--- config.mk ---
export PLATFORM = sky130hd
export DESIGN_NAME = tct_timers
export DESIGN_NICKNAME = d
export VERILOG_FILES = /design/src/core/tct_pkg.sv /design/src/core/tct_channel.sv /design/src/core/tct_timers.sv
export SDC_FILE = /design/constraint.sdc
export NUM_CORES = 1
export LEC_CHECK = 0
export BUFFER_PORTS_ARGS = -buffer_cell sky130_fd_sc_hd__buf_2
export CAP_MARGIN = 20
export CORE_MARGIN = 3
export CORE_UTILIZATION = 54
export DETAILED_ROUTE_END_ITERATION = 6
export PLACE_DENSITY = 0.84
export SLEW_MARGIN = 20
export SYNTH_ARGS = -nofsm -noshare
export SYNTH_HDL_FRONTEND = slang
export SYNTH_SLANG_ARGS = --single-unit
--- constraint.sdc ---
create_clock -name mclk -period 3.3 [get_ports mclk]
set_input_delay 0.33 -clock mclk [delete_from_list [all_inputs] [get_ports mclk]]
set_output_delay 0.33 -clock mclk [all_outputs]
set_load 0.02 [all_outputs]
--- src/core/tct_pkg.sv ---
package tct_pkg;
	// ----------------------------------------
	// Sizes and reset values
	// ----------------------------------------
	localparam int TCT_NUM_TIMERS = 3;
	localparam int TCT_CNT_W = 32;
	localparam int TCT_PSC_W = 16;
	localparam logic [31:0] TCT_PERIOD_RST = 32'hFFFFFFFF;
	localparam logic [15:0] TCT_PSC_RST = 16'h0000;
	localparam int TCT_CLK_SEL_W = 3;

	// Clock source choices for timer 2
	typedef enum logic [2:0] {
		TCT_SRC_SYSTEM_CLOCK = 3'h0,
		TCT_SRC_INTERNAL_OSC_ONE = 3'h1,
		TCT_SRC_INTERNAL_OSC_TWO = 3'h3,
		TCT_SRC_CRYSTAL_INPUT = 3'h2,
		TCT_SRC_AUX_PLL_CLOCK = 3'h6
	} tct_src_t;
	localparam tct_src_t TCT_SRC_RST = TCT_SRC_SYSTEM_CLOCK;
endpackage

--- src/core/tct_channel.sv ---
`timescale 1ns/1ps
// One countdown timer: prescaler plus 32-bit down counter with auto reload
module tct_channel
	import tct_pkg::*;
#(
	parameter int CNT_W = TCT_CNT_W,
	parameter int PSC_W = TCT_PSC_W
) (
	input wire logic mclk,
	input wire logic reset_n,
	input wire logic tick_en,
	input wire logic [CNT_W-1:0] period,
	input wire logic [PSC_W-1:0] prescale,
	input wire logic reload,
	output logic [CNT_W-1:0] count_r,
	output logic irq_r
);
	logic [PSC_W-1:0] psc_r;
	logic dec_tick;

	// Refuse widths the counter compare cannot serve, at elaboration
	if (CNT_W < 2 || PSC_W < 1) begin : g_bad_width
		$error("tct_channel: widths too small");
	end

	// ----------------------------------------
	// Prescaler
	// ----------------------------------------
	// Divide by prescale+1 so that zero means no division
	assign dec_tick = tick_en && (psc_r == '0);

	always_ff @(posedge mclk) begin
		if (!reset_n || reload) begin
			psc_r <= prescale;
		end else if (tick_en) begin
			if (psc_r == '0) begin
				psc_r <= prescale;
			end else begin
				psc_r <= psc_r - 1'b1;
			end
		end
	end

	// ----------------------------------------
	// Main counter
	// ----------------------------------------
	always_ff @(posedge mclk) begin
		if (!reset_n) begin
			count_r <= CNT_W'(TCT_PERIOD_RST);
		end else if (reload) begin
			count_r <= period;
		end else if (dec_tick) begin
			if (count_r == '0) begin
				count_r <= period;
			end else begin
				count_r <= count_r - 1'b1;
			end
		end
	end

	// One-cycle request as the count steps onto zero
	always_ff @(posedge mclk) begin
		if (!reset_n) begin
			irq_r <= 1'b0;
		end else begin
			irq_r <= dec_tick && !reload && (count_r == {{(CNT_W-1){1'b0}}, 1'b1});
		end
	end
endmodule

--- src/core/tct_timers.sv ---
`timescale 1ns/1ps
// Behaviour
// - Three identical timers, each 32-bit down counter with software period.
// - Each timer has a 16-bit prescale setting dividing its clock.
// - Counter decrements once per prescaled clock interval.
// - Interrupt request raised when the counter reaches zero.
// - At zero the counter reloads from period and keeps counting.
// - Timer 0 request goes to the peripheral interrupt expander.
// - Timer 1 request drives CPU interrupt line thirteen.
// - Timer 2 request drives CPU interrupt line fourteen.
// - Timer 2 clock from five sources, system clock by default.
module tct_timers
	import tct_pkg::*;
#(
	parameter int CNT_W = TCT_CNT_W,
	parameter int PSC_W = TCT_PSC_W
) (
	input wire logic mclk,
	input wire logic reset_n,
	input wire logic [CNT_W-1:0] period0,
	input wire logic [CNT_W-1:0] period1,
	input wire logic [CNT_W-1:0] period2,
	input wire logic [PSC_W-1:0] prescale0,
	input wire logic [PSC_W-1:0] prescale1,
	input wire logic [PSC_W-1:0] prescale2,
	input wire logic [2:0] reload,
	input wire logic [TCT_CLK_SEL_W-1:0] timer2_clk_sel,
	input wire logic internal_oscillator_one,
	input wire logic internal_oscillator_two,
	input wire logic crystal_input,
	input wire logic auxiliary_pll_clock,
	output logic [CNT_W-1:0] count0,
	output logic [CNT_W-1:0] count1,
	output logic [CNT_W-1:0] count2,
	output logic peripheral_interrupt_expander,
	output logic cpu_irq_line_thirteen,
	output logic cpu_irq_line_fourteen
);
	logic [CNT_W-1:0] period_a [TCT_NUM_TIMERS];
	logic [PSC_W-1:0] psc_a [TCT_NUM_TIMERS];
	logic [CNT_W-1:0] count_a [TCT_NUM_TIMERS];
	logic [TCT_NUM_TIMERS-1:0] irq_a;
	logic [TCT_NUM_TIMERS-1:0] tick_en;
	tct_src_t src_r;
	logic src_lvl;
	logic src_d_r;

	// Refuse widths the routing and checks cannot serve, at elaboration
	if (CNT_W != TCT_CNT_W || PSC_W > TCT_PSC_W || PSC_W < 1) begin : g_bad_width
		$error("tct_timers: unsupported widths");
	end

	assign period_a[0] = period0;
	assign period_a[1] = period1;
	assign period_a[2] = period2;
	assign psc_a[0] = prescale0;
	assign psc_a[1] = prescale1;
	assign psc_a[2] = prescale2;

	// ----------------------------------------
	// Timer 2 clock source
	// ----------------------------------------
	// Illegal select codes keep the previous source
	always_ff @(posedge mclk) begin
		if (!reset_n) begin
			src_r <= TCT_SRC_RST;
		end else begin
			unique case (timer2_clk_sel)
				TCT_SRC_SYSTEM_CLOCK,
				TCT_SRC_INTERNAL_OSC_ONE,
				TCT_SRC_INTERNAL_OSC_TWO,
				TCT_SRC_CRYSTAL_INPUT,
				TCT_SRC_AUX_PLL_CLOCK: src_r <= tct_src_t'(timer2_clk_sel);
				default: src_r <= src_r;
			endcase
		end
	end

	// Slow sources are sampled as levels; each rising edge is one tick.
	// Limitation: a source must stay below half of mclk.
	always_comb begin
		src_lvl = 1'b0;
		unique case (src_r)
			TCT_SRC_SYSTEM_CLOCK: src_lvl = 1'b0;
			TCT_SRC_INTERNAL_OSC_ONE: src_lvl = internal_oscillator_one;
			TCT_SRC_INTERNAL_OSC_TWO: src_lvl = internal_oscillator_two;
			TCT_SRC_CRYSTAL_INPUT: src_lvl = crystal_input;
			TCT_SRC_AUX_PLL_CLOCK: src_lvl = auxiliary_pll_clock;
		endcase
	end

	always_ff @(posedge mclk) begin
		if (!reset_n) begin
			src_d_r <= 1'b0;
		end else begin
			src_d_r <= src_lvl;
		end
	end

	// Timers 0 and 1 tick on every CPU clock
	assign tick_en[0] = 1'b1;
	assign tick_en[1] = 1'b1;
	assign tick_en[2] = (src_r == TCT_SRC_SYSTEM_CLOCK) ? 1'b1 : (src_lvl && !src_d_r);

	// ----------------------------------------
	// Timer channels
	// ----------------------------------------
	for (genvar i = 0; i < TCT_NUM_TIMERS; i++) begin : g_tmr
		tct_channel #(
			.CNT_W(CNT_W),
			.PSC_W(PSC_W)
		) u_chan (
			.mclk(mclk),
			.reset_n(reset_n),
			.tick_en(tick_en[i]),
			.period(period_a[i]),
			.prescale(psc_a[i]),
			.reload(reload[i]),
			.count_r(count_a[i]),
			.irq_r(irq_a[i])
		);
	end

	// ----------------------------------------
	// Output routing
	// ----------------------------------------
	// Extra flop keeps every output straight from a register
	always_ff @(posedge mclk) begin
		if (!reset_n) begin
			peripheral_interrupt_expander <= 1'b0;
			cpu_irq_line_thirteen <= 1'b0;
			cpu_irq_line_fourteen <= 1'b0;
			count0 <= CNT_W'(TCT_PERIOD_RST);
			count1 <= CNT_W'(TCT_PERIOD_RST);
			count2 <= CNT_W'(TCT_PERIOD_RST);
		end else begin
			peripheral_interrupt_expander <= irq_a[0];
			cpu_irq_line_thirteen <= irq_a[1];
			cpu_irq_line_fourteen <= irq_a[2];
			count0 <= count_a[0];
			count1 <= count_a[1];
			count2 <= count_a[2];
		end
	end
endmodule

==> run_results.csv <==
group,metric,value,unit
run,drv_cap,0,
cts,clk-insertion-delay-late,540,ps
synth,synth_area,11300,um2
synth,synth_area_leader_cell,"dfxtp_1",
floorplan,die_h,151,um
synth,yosysTopAreaCellShare,41.3,%
cts,cts_tree,"built",
routing,vias,11400,
routing,wl_met3,3.44,mm
synth,syn_nets,1517,
synth,synth_xor_area_share,3.78,%
worst_hold_path,holdCritPathClass,"in -> reg",
timing,post-route-period-util,93.7,%
global_route,grt_overflow_total,0,
timing,rsz0062_at_grt,"false",
synth,synthMuxAreaShare,0.353,%
cts,cts.sinks,250,
worst_setup_path,worstSetupStartpointType,"register",
power,vdd.ir_drop.worst,0.482,mV
worst_setup_path,worst_ep_arrival_time,3550,ps
power,powerDensity,518,nW/um2
routing,antenna_left,0,
timing,fin_crit,3090,ps
routing,wl,33.8,mm
global_route,gr-usage-all-layers,28.4,%
cts,htree_levels,1,
timing,finalHoldViolCount,0,
worst_setup_path,critPathKind,"reg -> reg",
timing,setup_tns,0,ps
synth,syn_area_per_cell,8.41,um2
routing,vias_per_cell,5.96,
synth,synth_edf_count,16,
global_route,grt_pass1_vias,10800,
floorplan,rows,52,
synth,synth_area_leaders,"dfxtp_1 (41%), o21ai_0 (5.7%), nand2_1 (4.5%), nand2b_1 (4.4%), edfxtp_1 (4.2%)",
global_route,grt_start_max_net_pins,39,
worst_setup_path,end_kind,"register",
cts,cts_made_buffers,28,
place,dp_hpwl,23.5,mm
synth,synth_ff_type,"dfxtp_1",
routing,drt_pass1_iterations,6,
power,power,7.34,mW
global_route,grt_pass1_wl,53.4,mm
timing,finalSetupViolCount,0,
routing,first_iter_violations,1032,
synth,synth_cell_types,72,
synth,yosys.area_share.simple,26.4,%
synth,yosysSeqAreaShare,45.5,%
floorplan,core_area,20400,um2
floorplan,fp.dieW,151,um
finish,fillCellCount,1601,
synth,syn_inst,1349,
timing,fin_skew,17.4,ps
power,leakage,5.51,nW
routing,drc,0,
cts,clk_pin_slew,60,ps
synth,synth_compound_area_share,18.8,%
finish,final_nets,1788,
routing,top_layer_used,"met4",
timing,worst_pin_slew,1060,ps
finish,layout-drive-gt1-share,21.1,%
synth,async_reset_ff_share,0,%
synth,synth_top_family_by_area,"simple AND/OR/NAND/NOR gates",
cts,cts_buffer_depth,3,
timing,slew_viol_final,0,
place,gp_congestion,0.959,
place,io_buffers,254,
floorplan,ioPinCount,255,
global_route,antenna_found_initial,1,
floorplan,initial_core_util,55.5,%
worst_setup_path,cp.required,3760,ps
routing,wl_met1,13.9,mm
finish,syn2layout_area_growth,24.9,%
floorplan,dieArea,22800,um2
synth,synthAdderAreaFrac,1.32,%
cts,cts_setup_buffers,0,
synth,ys_seq_elements,250,
outcome,outcome,"complete, no violations",
timing,max_freq,324,MHz
routing,met2WireLength,15.4,mm
routing,routedWlPerCell,17.7,um
cts,cts-root-buf,"clkbuf_16",
synth,yosysWarnings,0,
timing,maxSlewHeadroom,29.0,%
worst_setup_path,path_max_fanout,10,
==> final timing paths <==
path / start / to / slack, ps / cells past startpoint
worst max-delay path: g_tmr[2].u_chan.count_r[0]$_SDFFE_PN1P_ / g_tmr[2].u_chan.count_r[26]$_SDFFE_PN1P_ / 210 / 8
worst min-delay path: prescale1[11] / g_tmr[1].u_chan.psc_r[11]$_DFF_P_ / 10 / 3
worst max register to register: g_tmr[2].u_chan.count_r[0]$_SDFFE_PN1P_ / g_tmr[2].u_chan.count_r[26]$_SDFFE_PN1P_ / 210 / 8
worst min register to register: g_tmr[2].u_chan.irq_r$_SDFF_PN0_ / cpu_irq_line_fourteen$_SDFF_PN0_ / 440 / 1
==> cell usage after synthesis, types with 9 or more instances <==
cell type / instances
o22ai_1: 9
or3_1: 20
a31oi_1: 18
dfxtp_1: 234
a32oi_1: 16
xnor2_1: 29
xor2_1: 20
clkbuf_1: 62
a211oi_1: 10
o211ai_1: 14
o31ai_1: 11
edfxtp_1: 16
nand3_1: 59
ha_1: 12
o21ai_0: 130
inv_1: 41
nand4_1: 22
a2bb2oi_1: 11
nand2b_1: 79
nor3_1: 51
a21oi_1: 70
a21o_1: 10
nor4_1: 47
nor2_1: 95
or4_1: 20
nand2_1: 136
==> layer usage <==
layer	vias up	track usage, %
li1	5446	-
met1	5241	38.4
met2	612	45.1
met3	103	6.19
met4	0	9.93
met5	-	0
==> state kept, by name, indices dropped and copies added (netlist names) <==
signal                         count
g_tmr.u_chan.count_r              96
count1                            32
peripheral_interrupt_expander      1
count2                            32
cpu_irq_line_thirteen              1
g_tmr.u_chan.irq_r                 3
g_tmr.u_chan.psc_r                48
cpu_irq_line_fourteen              1
count0                            32
src_r                              3
src_d_r                            1
==> stage by stage <==
step	setup WS (ps)	hold slack [ps]	instances	instance area (um2)	util (%)
floorplan	544	412	1349	11300	-
global route	80.7	14.2	1913	14200	69.4
finish	209	11.0	1913	14200	69.4
CTS	176	1.01	1912	14200	69.4
detailed placement	251	438	1836	13000	63.5
global placement	388	427	1836	13000	63.5
==> report_power, final <==
| part | internal [mW] | switching, mW |
|---|---|---|
| Sequential | 3.23 | 0.165 |
| Combinational | 0.325 | 0.438 |
| Clock | 1.91 | 1.27 |
| Total | 5.47 | 1.88 |
==> logic make-up (layout without fill, tap and decap cells) <==
logic type / after synthesis / count (layout)
compound gates: 343 / 343
xor+xnor: 49 / 49
fa+ha+maj: 12 / 12
buf+inv: 114 / 407
flops: 250 / 250
mux: 4 / 4
other cells: 0 / 1
simple gates: 577 / 577
==> worst max-delay path: stages, from the launching register on <==
cell and delay, ps:
dfxtp_1 340, inv_1 130, ha_1 180, or4b_1 670
or4_4 600, or3_1 410, or4_1 400, o21a_1 190
o21ai_2 110
==> layout by cell type (no fill, tap or decap), types with 47 or more instances in the layout <==
master | Yosys | routed
a21oi_1 | 70 | 70
o21ai_0 | 130 | 130
nor3_1 | 51 | 51
nand3_1 | 59 | 59
nand2b_1 | 79 | 79
nor4_1 | 47 | 47
buf_2 | 5 | 253
nand2_1 | 136 | 136
nor2_1 | 95 | 95
dfxtp_1 | 234 | 234
==> layout make-up <==
| cell class | count | area [um2] | area share [%] |
|---|---|---|---|
| clock inverter | 12 | 131 | 0.927 |
| inverter | 42 | 158 | 1.11 |
| antenna | 1 | 2.50 | 0.0176 |
| clock buffer | 40 | 828 | 5.84 |
| multi-input combinational | 985 | 5780 | 40.8 |
| tap | 270 | 338 | 2.38 |
| sequential | 250 | 5160 | 36.4 |
| timing repair buffer | 313 | 1780 | 12.5 |
==> what timing repair did <==
| action | 4_1_cts | 5_1_grt |
|---|---|---|
| endpoints found under the setup margin | 0 | 23 |
| hold buffers | 24 | 0 |
| hold endpoints to repair | 24 | 0 |
| gates resized for setup | 0 | 1 |
No activity file was read; power rests on OpenSTA's default activity.
